File: config.mk
export PLATFORM = sky130hd
export DESIGN_NAME = adc_serial_device_flat
export DESIGN_NICKNAME = d
export VERILOG_FILES = /design/src/design/adc_link_pkg.sv /design/src/design/adc_link_if.sv /design/src/design/adc_serial_device.sv /design/src/design/fifo_buffer.sv /design/src/flat_wrapper.sv
export SDC_FILE = /design/constraint.sdc
export NUM_CORES = 1
export LEC_CHECK = 0
export ABC_AREA = 1
export BUFFER_PORTS_ARGS = -buffer_cell sky130_fd_sc_hd__buf_4
export CORE_MARGIN = 4
export CORE_UTILIZATION = 30
export DETAILED_ROUTE_END_ITERATION = 12
export MAX_ROUTING_LAYER = met4
export PLACE_DENSITY = 0.54
export SLEW_MARGIN = 0
export SYNTH_ARGS = -nofsm -noshare
export SYNTH_HDL_FRONTEND = slang
export SYNTH_SLANG_ARGS = --single-unit
File: constraint.sdc
create_clock -name ref_clk -period 2.4 [get_ports ref_clk]
set_input_delay 0.24 -clock ref_clk [delete_from_list [all_inputs] [get_ports ref_clk]]
set_output_delay 0.24 -clock ref_clk [all_outputs]
set_load 0.03 [all_outputs]
File: src/design/adc_link_pkg.sv
package adc_link_pkg;
   // converter shape
   localparam int CHANNELS = 4;
   localparam int DATA_W = 10;
   localparam int CHAN_W = 2;
   localparam int WORD_W = CHAN_W + DATA_W;
   localparam int CMD_W = 8;
   localparam int FRAME_BITS = 16;
   localparam int PAD_W = FRAME_BITS - 1 - WORD_W;
   localparam int FIFO_DEPTH = 8;
   localparam int BIT_CNT_W = 5;
   localparam int CNT_W = 8;

   // command and result layout
   localparam int CMD_SETUP_BIT = 7;
   localparam int RESULT_VALID_BIT = 15;

   // timing
   localparam int CLK_PERIOD_NS = 25;
   localparam int CONV_TIME_NS = 3000;
   localparam int CONV_CYCLES = CONV_TIME_NS / CLK_PERIOD_NS;
   localparam int CNV_PULSE_NS = 100;
   localparam int CNV_PULSE_CYCLES = (CNV_PULSE_NS + CLK_PERIOD_NS - 1) / CLK_PERIOD_NS;
   localparam int SCLK_HALF_NS = 200;
   localparam int SCLK_HALF_CYCLES = (SCLK_HALF_NS + CLK_PERIOD_NS - 1) / CLK_PERIOD_NS;

   // reset and idle levels
   localparam logic LINE_HIGH = 1'b1;
   localparam logic [CHAN_W-1:0] CHAN_RESET = 2'h0;

   typedef logic [DATA_W-1:0] sample_t;
   typedef logic [WORD_W-1:0] word_t;
   typedef logic [FRAME_BITS-1:0] frame_t;
   typedef logic [CMD_W-1:0] cmd_t;
   typedef enum logic {CONV_IDLE, CONV_BUSY} conv_state_t;
   typedef enum logic [1:0] {HOST_IDLE, HOST_FRAME, HOST_GAP} host_state_t;
endpackage : adc_link_pkg

File: src/design/adc_link_if.sv
interface adc_link_if;
   logic csN;
   logic sclk;
   logic mosi;
   logic miso;
   logic misoOe;
   logic misoLine;
   logic conversionStartN;
   logic eocN;

   // released line reads as pulled high
   assign misoLine = misoOe ? miso : 1'b1;

   modport device_mp (
      input csN,
      input sclk,
      input mosi,
      input conversionStartN,
      output miso,
      output misoOe,
      output eocN
   );

   modport host_mp (
      output csN,
      output sclk,
      output mosi,
      output conversionStartN,
      input misoLine,
      input eocN
   );
endinterface : adc_link_if

File: src/design/adc_serial_device.sv
module adc_serial_device
   import adc_link_pkg::*;
(
   input wire logic ref_clk,
   input wire logic srst,
   adc_link_if.device_mp link,
   input wire logic [adc_link_pkg::CHANNELS-1:0][adc_link_pkg::DATA_W-1:0] analog_inputs,
   output logic [adc_link_pkg::CHAN_W-1:0] activeChannel,
   output logic converting,
   output logic resultsPending
);
   import adc_link_pkg::*;

   typedef struct packed {
      logic [1:0] csS;
      logic [1:0] sclkS;
      logic [1:0] mosiS;
      logic [1:0] cnvS;
      logic csPrev;
      logic sclkPrev;
      // samples pass two flops like the pins, so no half-changed value is taken
      logic [CHANNELS-1:0][DATA_W-1:0] ainS0;
      logic [CHANNELS-1:0][DATA_W-1:0] ainS1;
      conv_state_t conv;
      logic [CNT_W-1:0] convCnt;
      logic [CHAN_W-1:0] chan;
      logic [CHAN_W-1:0] convChan;
      sample_t sample;
      logic pushValid;
      word_t pushData;
      logic [BIT_CNT_W-1:0] bitCnt;
      frame_t txSh;
      cmd_t rxSh;
      logic misoOut;
      logic misoOe;
      logic eocN;
      logic pending;
   } dev_state_t;

   dev_state_t q;
   dev_state_t d;

   logic fifoInReady;
   logic fifoOutValid;
   logic fifoOutReady;
   word_t fifoOutData;
   logic csLow;
   logic csFall;
   logic csRise;
   logic sclkRise;
   logic sclkFall;
   frame_t resultFrame;
   logic resultWaiting;

   // edge of a synchronised pin, judged from its last two samples
   function automatic logic pin_edge(
      input logic prev,
      input logic cur,
      input logic rising
   );
      return rising ? (cur && !prev) : (!cur && prev);
   endfunction : pin_edge

   // a short frame carries no command and leaves setup alone
   function automatic logic is_setup(
      input logic [BIT_CNT_W-1:0] bits,
      input cmd_t cmd
   );
      return (bits >= BIT_CNT_W'(CMD_W)) && cmd[CMD_SETUP_BIT];
   endfunction : is_setup

   // 8-deep result queue lets the host fall behind by several samples
   fifo_buffer #(
      .WIDTH(WORD_W),
      .DEPTH(FIFO_DEPTH)
   ) fifo_buffer_inst (
      .ref_clk(ref_clk),
      .srst(srst),
      .inValid(q.pushValid),
      .inReady(fifoInReady),
      .inData(q.pushData),
      .outValid(fifoOutValid),
      .outReady(fifoOutReady),
      .outData(fifoOutData)
   );

   assign csLow = !q.csS[1];
   assign csFall = pin_edge(q.csPrev, q.csS[1], 1'h0);
   assign csRise = pin_edge(q.csPrev, q.csS[1], 1'h1);
   assign sclkRise = csLow && pin_edge(q.sclkPrev, q.sclkS[1], 1'h1);
   assign sclkFall = csLow && pin_edge(q.sclkPrev, q.sclkS[1], 1'h0);
   // one result is popped per frame, taken at the select edge
   assign fifoOutReady = csFall && fifoOutValid;
   assign resultFrame = {fifoOutValid, {PAD_W{1'b0}}, fifoOutData};
   // a sample still waiting for queue space does not count as ready yet
   assign resultWaiting = q.conv == CONV_IDLE && !q.pushValid && fifoOutValid;

   always_comb begin
      d = q;

      // pins come from another domain: two flops before use
      d.csS = {q.csS[0], link.csN};
      d.sclkS = {q.sclkS[0], link.sclk};
      d.mosiS = {q.mosiS[0], link.mosi};
      d.cnvS = {q.cnvS[0], link.conversionStartN};
      d.ainS0 = analog_inputs;
      d.ainS1 = q.ainS0;
      d.csPrev = q.csS[1];
      d.sclkPrev = q.sclkS[1];

      // a finished result waits here until the queue accepts it
      if (q.pushValid && fifoInReady) begin
         d.pushValid = 1'b0;
      end

      case (q.conv)
         CONV_IDLE: begin
            // a full queue stalls the next start instead of losing a sample
            if (!q.cnvS[1] && !q.pushValid) begin
               d.conv = CONV_BUSY;
               d.convCnt = '0;
               d.convChan = q.chan;
               d.sample = q.ainS1[q.chan];
            end
         end
         CONV_BUSY: begin
            // fixed conversion time keeps throughput under the rated rate
            if (q.convCnt == CNT_W'(CONV_CYCLES - 1)) begin
               d.conv = CONV_IDLE;
               d.pushValid = 1'b1;
               d.pushData = {q.convChan, q.sample};
            end else begin
               d.convCnt = q.convCnt + 1'b1;
            end
         end
         default: begin
            d.conv = CONV_IDLE;
         end
      endcase

      // frame start: load the oldest result, drive its first bit
      if (csFall) begin
         d.bitCnt = '0;
         d.txSh = resultFrame;
         d.misoOut = resultFrame[FRAME_BITS-1];
         d.misoOe = 1'b1;
      end

      if (sclkRise) begin
         // only the leading bits of a frame form the command
         if (q.bitCnt < BIT_CNT_W'(CMD_W)) begin
            d.rxSh = {q.rxSh[CMD_W-2:0], q.mosiS[1]};
         end
         if (q.bitCnt != '1) begin
            d.bitCnt = q.bitCnt + 1'b1;
         end
      end

      // bit moves on the fall so it is steady at the host's next rise
      if (sclkFall) begin
         d.txSh = {q.txSh[FRAME_BITS-2:0], 1'b0};
         d.misoOut = q.txSh[FRAME_BITS-2];
      end

      // setup takes effect only as the frame closes, never mid-frame
      if (csRise && is_setup(q.bitCnt, q.rxSh)) begin
         d.chan = q.rxSh[CHAN_W-1:0];
      end

      if (!csLow && !csFall) begin
         d.misoOe = 1'b0;
      end

      // high while converting or being read, low once a result waits
      d.eocN = !(resultWaiting && !csLow && !csFall);
      d.pending = fifoOutValid;
   end

   always_ff @(posedge ref_clk) begin
      if (srst) begin
         q <= '0;
         // select and start rest high so no false edge follows reset
         q.csS <= '1;
         q.csPrev <= LINE_HIGH;
         q.cnvS <= '1;
         q.conv <= CONV_IDLE;
         q.chan <= CHAN_RESET;
         q.eocN <= LINE_HIGH;
      end else begin
         q <= d;
      end
   end

   assign link.miso = q.misoOut;
   assign link.misoOe = q.misoOe;
   assign link.eocN = q.eocN;
   assign activeChannel = q.chan;
   // status for the user side only, not seen on the link
   assign converting = q.conv == CONV_BUSY;
   assign resultsPending = q.pending;
endmodule : adc_serial_device

File: src/design/fifo_buffer.sv
module fifo_buffer #(
   parameter int WIDTH = 12,
   parameter int DEPTH = 8
) (
   input wire logic ref_clk,
   input wire logic srst,
   input wire logic inValid,
   output logic inReady,
   input wire logic [WIDTH-1:0] inData,
   output logic outValid,
   input wire logic outReady,
   output logic [WIDTH-1:0] outData
);
   localparam int PTR_W = $clog2(DEPTH);

   typedef struct packed {
      logic [DEPTH-1:0][WIDTH-1:0] mem;
      logic [PTR_W-1:0] wrPtr;
      logic [PTR_W-1:0] rdPtr;
      logic [PTR_W:0] count;
   } fifo_state_t;

   fifo_state_t q;
   fifo_state_t d;
   logic push;
   logic pop;

   assign inReady = q.count != (PTR_W+1)'(DEPTH);
   assign outValid = q.count != '0;
   assign outData = q.mem[q.rdPtr];
   assign push = inValid & inReady;
   assign pop = outValid & outReady;

   always_comb begin
      d = q;
      if (push) begin
         d.mem[q.wrPtr] = inData;
         d.wrPtr = (q.wrPtr == PTR_W'(DEPTH-1)) ? '0 : q.wrPtr + 1'b1;
      end
      if (pop) begin
         d.rdPtr = (q.rdPtr == PTR_W'(DEPTH-1)) ? '0 : q.rdPtr + 1'b1;
      end
      if (push && !pop) begin
         d.count = q.count + 1'b1;
      end else if (pop && !push) begin
         d.count = q.count - 1'b1;
      end
   end

   always_ff @(posedge ref_clk) begin
      if (srst) begin
         q <= '0;
      end else begin
         q <= d;
      end
   end
endmodule : fifo_buffer

File: src/flat_wrapper.sv
// flat-port wrapper written by rule: the top's interface ports become plain ports
module adc_serial_device_flat import adc_link_pkg::*;
  (ref_clk, srst, analog_inputs, activeChannel, converting, resultsPending, link_csN, link_sclk, link_mosi, link_conversionStartN, link_miso, link_misoOe, link_eocN);
  adc_link_if link_i ();
  input wire logic ref_clk;
  input wire logic srst;
  input wire logic [adc_link_pkg::CHANNELS-1:0][adc_link_pkg::DATA_W-1:0] analog_inputs;
  output logic [adc_link_pkg::CHAN_W-1:0] activeChannel;
  output logic converting;
  output logic resultsPending;
  input wire logic [$bits(link_i.csN)-1:0] link_csN;
  input wire logic [$bits(link_i.sclk)-1:0] link_sclk;
  input wire logic [$bits(link_i.mosi)-1:0] link_mosi;
  input wire logic [$bits(link_i.conversionStartN)-1:0] link_conversionStartN;
  output wire logic [$bits(link_i.miso)-1:0] link_miso;
  output wire logic [$bits(link_i.misoOe)-1:0] link_misoOe;
  output wire logic [$bits(link_i.eocN)-1:0] link_eocN;
  assign link_i.csN = link_csN;
  assign link_i.sclk = link_sclk;
  assign link_i.mosi = link_mosi;
  assign link_i.conversionStartN = link_conversionStartN;
  assign link_miso = link_i.miso;
  assign link_misoOe = link_i.misoOe;
  assign link_eocN = link_i.eocN;
  adc_serial_device u_core (.ref_clk(ref_clk), .srst(srst), .link(link_i), .analog_inputs(analog_inputs), .activeChannel(activeChannel), .converting(converting), .resultsPending(resultsPending));
endmodule
==> results.sh, run 1 <==
export IMPL_status="finished, final reports clean"
export IMPL_htree_levels=1
export IMPL_die_y_um=197
export IMPL_crit_path_end_kind="register"
export IMPL_hp_class="primary input to register"
export IMPL_ys_top_cells_by_area="dfxtp_1, nor2_1, inv_1, a21oi_1, nand2_1"
export IMPL_cts_tree="yes"
export IMPL_ys_types=36
export IMPL_internal_power_mw=7.52
export IMPL_rrSetupSlack_ps=300
export IMPL_clkPwrFrac_pct=49.3
export IMPL_start_kind="register"
export IMPL_syn_nets=1508
export IMPL_finalNonFillerCells=1989
export IMPL_p_total_mw=9.55
export IMPL_cts_sinks=264
export IMPL_synth_edf_count=0
export IMPL_ys_seq_elements=264
export IMPL_die_x_um=197
export IMPL_num_antenna_cells=0
export IMPL_post_cts_buffers=0
export IMPL_gp_congestion=0.806
export IMPL_firstDrtPassIters=5
export IMPL_rsz0062_at_grt="false"
export IMPL_setup_tns_ps=0
export IMPL_worst_setup_path_type="register to register"
export IMPL_clock_path_buffers=3
export IMPL_ant_nets=0
export IMPL_seq_area_frac_synth_pct=49.4
export IMPL_io_pins=53
export IMPL_synth_top_area_share_pct=49.4
export IMPL_setup_ws_ps=298
export IMPL_syn2layout_area_growth_pct=20.8
export IMPL_post_route_period_util_pct=87.6
export IMPL_clkLatencyLatePin_ps=560
export IMPL_layout_common_cells="nor2_1, dfxtp_1, inv_1"
export IMPL_overflow=0
export IMPL_tightest_slew_ps=730
export IMPL_p_leak_nw=5.10
export IMPL_report_final_setup_viol=0
export IMPL_cellPowerDensity_nw_per_um2=740
export IMPL_grt_first_pass_wirelength_um=42900
export IMPL_syn_inst=1450
export IMPL_vias=8923
export IMPL_netlist_area_sq_um=10700
export IMPL_synthFlopType="dfxtp_1"
export IMPL_dpl_hpwl_um=16400
export IMPL_timing_fmax_mhz=476
export IMPL_use_met1_pct=17.6
export IMPL_antenna_found_initial=0
export IMPL_wirelength_um=25900
export IMPL_critical_path_required_ps=2820
export IMPL_cp_data_arrival_time_ps=2520
export IMPL_grt_pass1_vias=8573
export IMPL_route_detailed_drc=0
export IMPL_dieArea_sq_um=38700
export IMPL_grt_max_degree=158
export IMPL_grt_use_met2_pct=21.8
export IMPL_drive_gt1_share_pct=10.4
export IMPL_grt_busiest_layer="met2"
export IMPL_maxCapViolations=0
export IMPL_ir_drop_uv=520
export IMPL_fin_skew_ps=14.0
export IMPL_coreArea_sq_um=34900
export IMPL_reg2reg_depth=13
export IMPL_drtIter0Drc=635
export IMPL_holdPathStages=2
export IMPL_yosysTopAreaCell="dfxtp_1"
export IMPL_post_synth_cell_area_avg_sq_um=7.37
export IMPL_rows=68
export IMPL_clock_root_buffer="clkbuf_16"
export IMPL_layout_commonest_cell="nor2_1"
export IMPL_seqPwrFrac_pct=47.1
export IMPL_drv_slew=0
export IMPL_numCtsBuffers=29
export IMPL_vias_per_cell=4.49
export IMPL_clkSlewWorstSetupHoldPaths_ps=60
export IMPL_track_usage_pct=13.5
export IMPL_dp_cells=1888
export IMPL_power_frac_comb_pct=3.7
export IMPL_wl_per_cell_um=13.0
export IMPL_hold_viol=0
export IMPL_final_nets=1570
export IMPL_cp_max_fo=5
export IMPL_portBuffers=52
export IMPL_place_ws_ps=265
export IMPL_grt_met3_usage_pct=2.05
export IMPL_yosys_warnings=0
export IMPL_start_util_pct=30.6
export IMPL_synthArstFlopShare_pct=0
export IMPL_slew_headroom_pct=51.3
export IMPL_switching_power_mw=2.03
export IMPL_p_sw_share_pct=21.3
export IMPL_min_period_ps=2100
cell type report:
cell class                      instances  area, sq um
Clock buffer                           43          888
Clock inverter                         10          149
Fill cell                            3706        22000
Inverter                              202          761
Multi-Input combinational cell        888         4130
Sequential cell                       264         5290
Tap cell                              455          569
Timing Repair Buffer                  127         1130
worst paths after layout:
| kind | start | end |
|---|---|---|
| setup reg to reg | u_core.fifo_buffer_inst.q[0] | u_core.fifo_buffer_inst.q[3] |
| setup / recovery | u_core.fifo_buffer_inst.q[0] | u_core.fifo_buffer_inst.q[3] |
| hold / removal | srst | u_core.q[26] |
| hold reg to reg | u_core.d[72] | u_core.q[72] |
cell families (layout without fill, tap and decap cells):
| group | count (synthesis) | count (layout) | share of synthesized area, % |
|---|---|---|---|
| simple gates | 580 | 580 | 22.8 |
| buf+inv | 298 | 382 | 12.0 |
| compound gates | 293 | 293 | 14.1 |
| flops | 264 | 264 | 49.4 |
| fa+ha+maj | 12 | 12 | 1.47 |
| xor+xnor | 3 | 3 | 0.246 |
repair_timing:
| item | 4_1_cts | 5_1_grt |
|---|---|---|
| gates resized for setup | 0 | 1 |
| hold endpoints to repair | 44 | 0 |
| hold buffers | 48 | 0 |
| endpoints found under the setup margin | 0 | 1 |
power by group through the flow:
stage / sequential [mW] / clock [mW] / combinational (mW)
floorplan: 4.59 / 0 / 0.179
global placement: 4.59 / 0 / 0.289
detailed placement: 4.59 / 0 / 0.290
CTS: 4.50 / 4.84 / 0.352
global route: 4.50 / 5.03 / 0.396
finish: 4.50 / 4.71 / 0.349
routing by layer:
layer	vias to the layer above	routed length, um
met5	-	0
met4	0	740
met3	51	1100
met2	170	11800
met1	4020	12300
li1	4682	-
critical path, stage by stage, from the launching register on:
cell	delay, ps
dfxtp_1	360
nor2_2	180
nand2_1	80
nor2_2	120
nor2_1	70
inv_1	70
ha_1	180
inv_1	90
ha_1	330
a21oi_1	160
nand2_1	70
xor2_1	140
nand2_1	60
a21oi_1	50
metrics by stage:
stage / instance area (sq um) / utilization (%) / hold WS [ps]
global placement: 11400 / 32.7 / 394
floorplan: 10700 / - / 344
CTS: 12900 / 37.0 / 1.03
finish: 12900 / 37.0 / 16.7
global route: 12900 / 37.0 / 12.8
detailed placement: 11400 / 32.7 / 393
cells in the mapped netlist, types with 2 or more instances:
cell type  instances
o211ai_1           2
inv_2              3
o21ai_1            5
inv_1            198
o22ai_1           24
clkbuf_1          41
buf_4             14
nand2_4            2
buf_6              6
or2_2              4
buf_8              2
nor3_1             2
nor2_1           279
xor2_1             2
o21ai_0          112
buf_1              3
nand3_2           10
a21oi_1          147
ha_1              11
buf_2             30
nand2_1          169
nand2_2            6
nand3_1          102
dfxtp_1          264
registers in the layout, summed over array words and instances, names as in the netlist:
| register | count |
|---|---|
| u_core.fifo_buffer_inst.q | 106 |
| u_core.link.miso | 1 |
| u_core.resultsPending | 1 |
| u_core.converting | 1 |
| u_core.d | 46 |
| u_core.link.eocN | 1 |
| u_core.q | 105 |
| u_core.activeChannel | 2 |
| u_core.link.misoOe | 1 |
Power figures use the tool's default switching activity.
==> inputs of run 2 (changes only) <==
- MAX_ROUTING_LAYER: met4 -> default
- PLACE_DENSITY: 0.54 -> default
- PLACE_DENSITY_LB_ADDON: default -> 0.12
==> run 2 against run 1 <==
Non-clock buffer count rose by 1. Combinational power fell by 2%. Via count fell by 0.73%. Core utilization fell by 0.15 points. Flip-flop and latch count did not move. Design area fell by 0.40%. Count of clock-buffer cells in the layout rose by 5. First-iteration DRC count fell by 25%. Die area did not move. Wire length rose by 7.0%. Largest power group unchanged. Highest routed layer unchanged.
==> results.sh, run 2 (synthesis gave the netlist of run 1 again) <==
export IMPL_status="finished, final reports clean"
export IMPL_portBuffers=52
export IMPL_layout_common_cells="nor2_1, dfxtp_1, inv_1"
export IMPL_crit_slowest_cell="dfxtp_1"
export IMPL_hold_viol=0
export IMPL_final_core_util_pct=36.9
export IMPL_post_cts_buffers=0
export IMPL_vias_per_cell=4.44
export IMPL_drv_slew=0
export IMPL_io_pins=53
export IMPL_dieArea_sq_um=38700
export IMPL_vias=8858
export IMPL_slowest_delay_ps=360
export IMPL_regMostFlops="u_core.fifo_buffer_inst.q"
export IMPL_gp_congestion=0.780
export IMPL_wirelength_um=27700
export IMPL_fin_area_sq_um=12900
export IMPL_dpl_hpwl_um=17500
export IMPL_path_common_cell="nand2_1"
export IMPL_placed_cell_area_sq_um=11400
export IMPL_crit_buf_inv=2
export IMPL_hold_ws_ps=60.8
export IMPL_rsz0062_at_grt="false"
export IMPL_syn2layout_area_growth_pct=20.3
export IMPL_slew_headroom_pct=52.9
export IMPL_largest_register_ffs=106
export IMPL_cp_max_fo=5
export IMPL_final_nets=1572
export IMPL_track_usage_pct=14.1
export IMPL_place_ws_ps=207
export IMPL_start_kind="register"
export IMPL_num_antenna_cells=0
export IMPL_finalNonFillerCells=1993
export IMPL_fill_cells=3710
export IMPL_worst_setup_path_type="register to register"
export IMPL_rows=68
export IMPL_grt_first_pass_wirelength_um=45100
export IMPL_path_cells="nor2_2, nand2_1, nor2_2, nor2_1, inv_1, ha_1, inv_1, ha_1, a21oi_1, nand2_1, xor2_1, nand2_1, a21oi_1"
export IMPL_coreArea_sq_um=34900
export IMPL_die_x_um=197
export IMPL_cellPowerDensity_nw_per_um2=732
export IMPL_ir_drop_uv=520
export IMPL_maxCapViolations=0
export IMPL_grt_max_degree=85
export IMPL_route_detailed_drc=0
export IMPL_wl_per_cell_um=13.9
export IMPL_p_leak_nw=5.08
export IMPL_clkLatencyLatePin_ps=560
export IMPL_crit_family="simple AND/OR/NAND/NOR gates"
export IMPL_setup_tns_ps=0
export IMPL_hp_class="primary input to register"
export IMPL_htree_levels=1
export IMPL_overflow=0
export IMPL_drive_gt1_share_pct=10.5
export IMPL_critical_path_required_ps=2840
export IMPL_antenna_found_initial=0
export IMPL_layout_commonest_cell="nor2_1"
export IMPL_clkSlewWorstSetupHoldPaths_ps=60
export IMPL_cp_data_arrival_time_ps=2580
export IMPL_start_util_pct=30.6
export IMPL_firstDrtPassIters=5
export IMPL_post_route_period_util_pct=89.1
export IMPL_fin_skew_ps=17.3
export IMPL_report_final_setup_viol=0
export IMPL_timing_fmax_mhz=467
export IMPL_die_y_um=197
export IMPL_tightest_slew_ps=707
export IMPL_ant_nets=0
export IMPL_drtIter0Drc=478
export IMPL_setup_ws_ps=260
export IMPL_grt_pass1_vias=8438
export IMPL_dp_cells=1893
export IMPL_clock_path_buffers=3
export IMPL_clock_root_buffer="clkbuf_16"
export IMPL_min_period_ps=2140
export IMPL_cts_tree="yes"
export IMPL_crit_path_end_kind="register"
export IMPL_p_total_mw=9.41
export IMPL_numCtsBuffers=30
export IMPL_cts_sinks=264
-- run 2: power by group --
group / internal, mW / leakage, nW / switching [mW]
logic: 0.161 / 2.43 / 0.182
clock network: 2.77 / 0.498 / 1.80
registers: 4.47 / 2.15 / 0.0275
total: 7.40 / 5.08 / 2.01
-- run 2: timing repair --
action,CTS,global route
endpoints found under the hold margin,44,0
hold buffers,44,0
endpoints found under the setup margin,0,1
resized for setup,0,1
-- run 2: path summary, 6_finish.rpt --
check / slack (ps) / depth (start not counted) / to / startpoint
worst max-delay path: 260 / 13 / u_core.fifo_buffer_inst.q[3] / u_core.fifo_buffer_inst.q[0]
worst min-delay path: 60 / 2 / u_core.d[149] / srst
worst min register to register: 400 / 2 / u_core.q[89] / u_core.d[89]
worst max register to register: 260 / 13 / u_core.fifo_buffer_inst.q[3] / u_core.fifo_buffer_inst.q[0]
-- run 2: worst register-to-register path, cell delays in order (launching register included) --
cell	delay (ps)
dfxtp_1	360
nor2_2	190
nand2_1	80
nor2_2	130
nor2_1	70
inv_1	80
ha_1	200
inv_1	100
ha_1	330
a21oi_1	150
nand2_1	70
xor2_1	140
nand2_1	60
a21oi_1	50
-- run 2: per-layer routing --
layer  GRT usage (%)  wire length, um  share of wire (%)  vias up
met5               0                0                  0        -
met4            3.16              621                2.2        0
met3            1.81             1000                3.6       47
met2            24.6            13300                 48      141
met1            18.7            12800                 46     3984
li1                -                -                  -     4686
-- run 2: area by class of cell --
| type | count | area (sq um) | share of cell area, % |
|---|---|---|---|
| Multi-Input combinational cell | 888 | 4130 | 32.1 |
| Timing Repair Buffer | 128 | 1100 | 8.55 |
| Tap cell | 455 | 569 | 4.43 |
| Clock buffer | 48 | 898 | 6.99 |
| Clock inverter | 8 | 115 | 0.895 |
| Sequential cell | 264 | 5290 | 41.1 |
| Inverter | 202 | 761 | 5.92 |
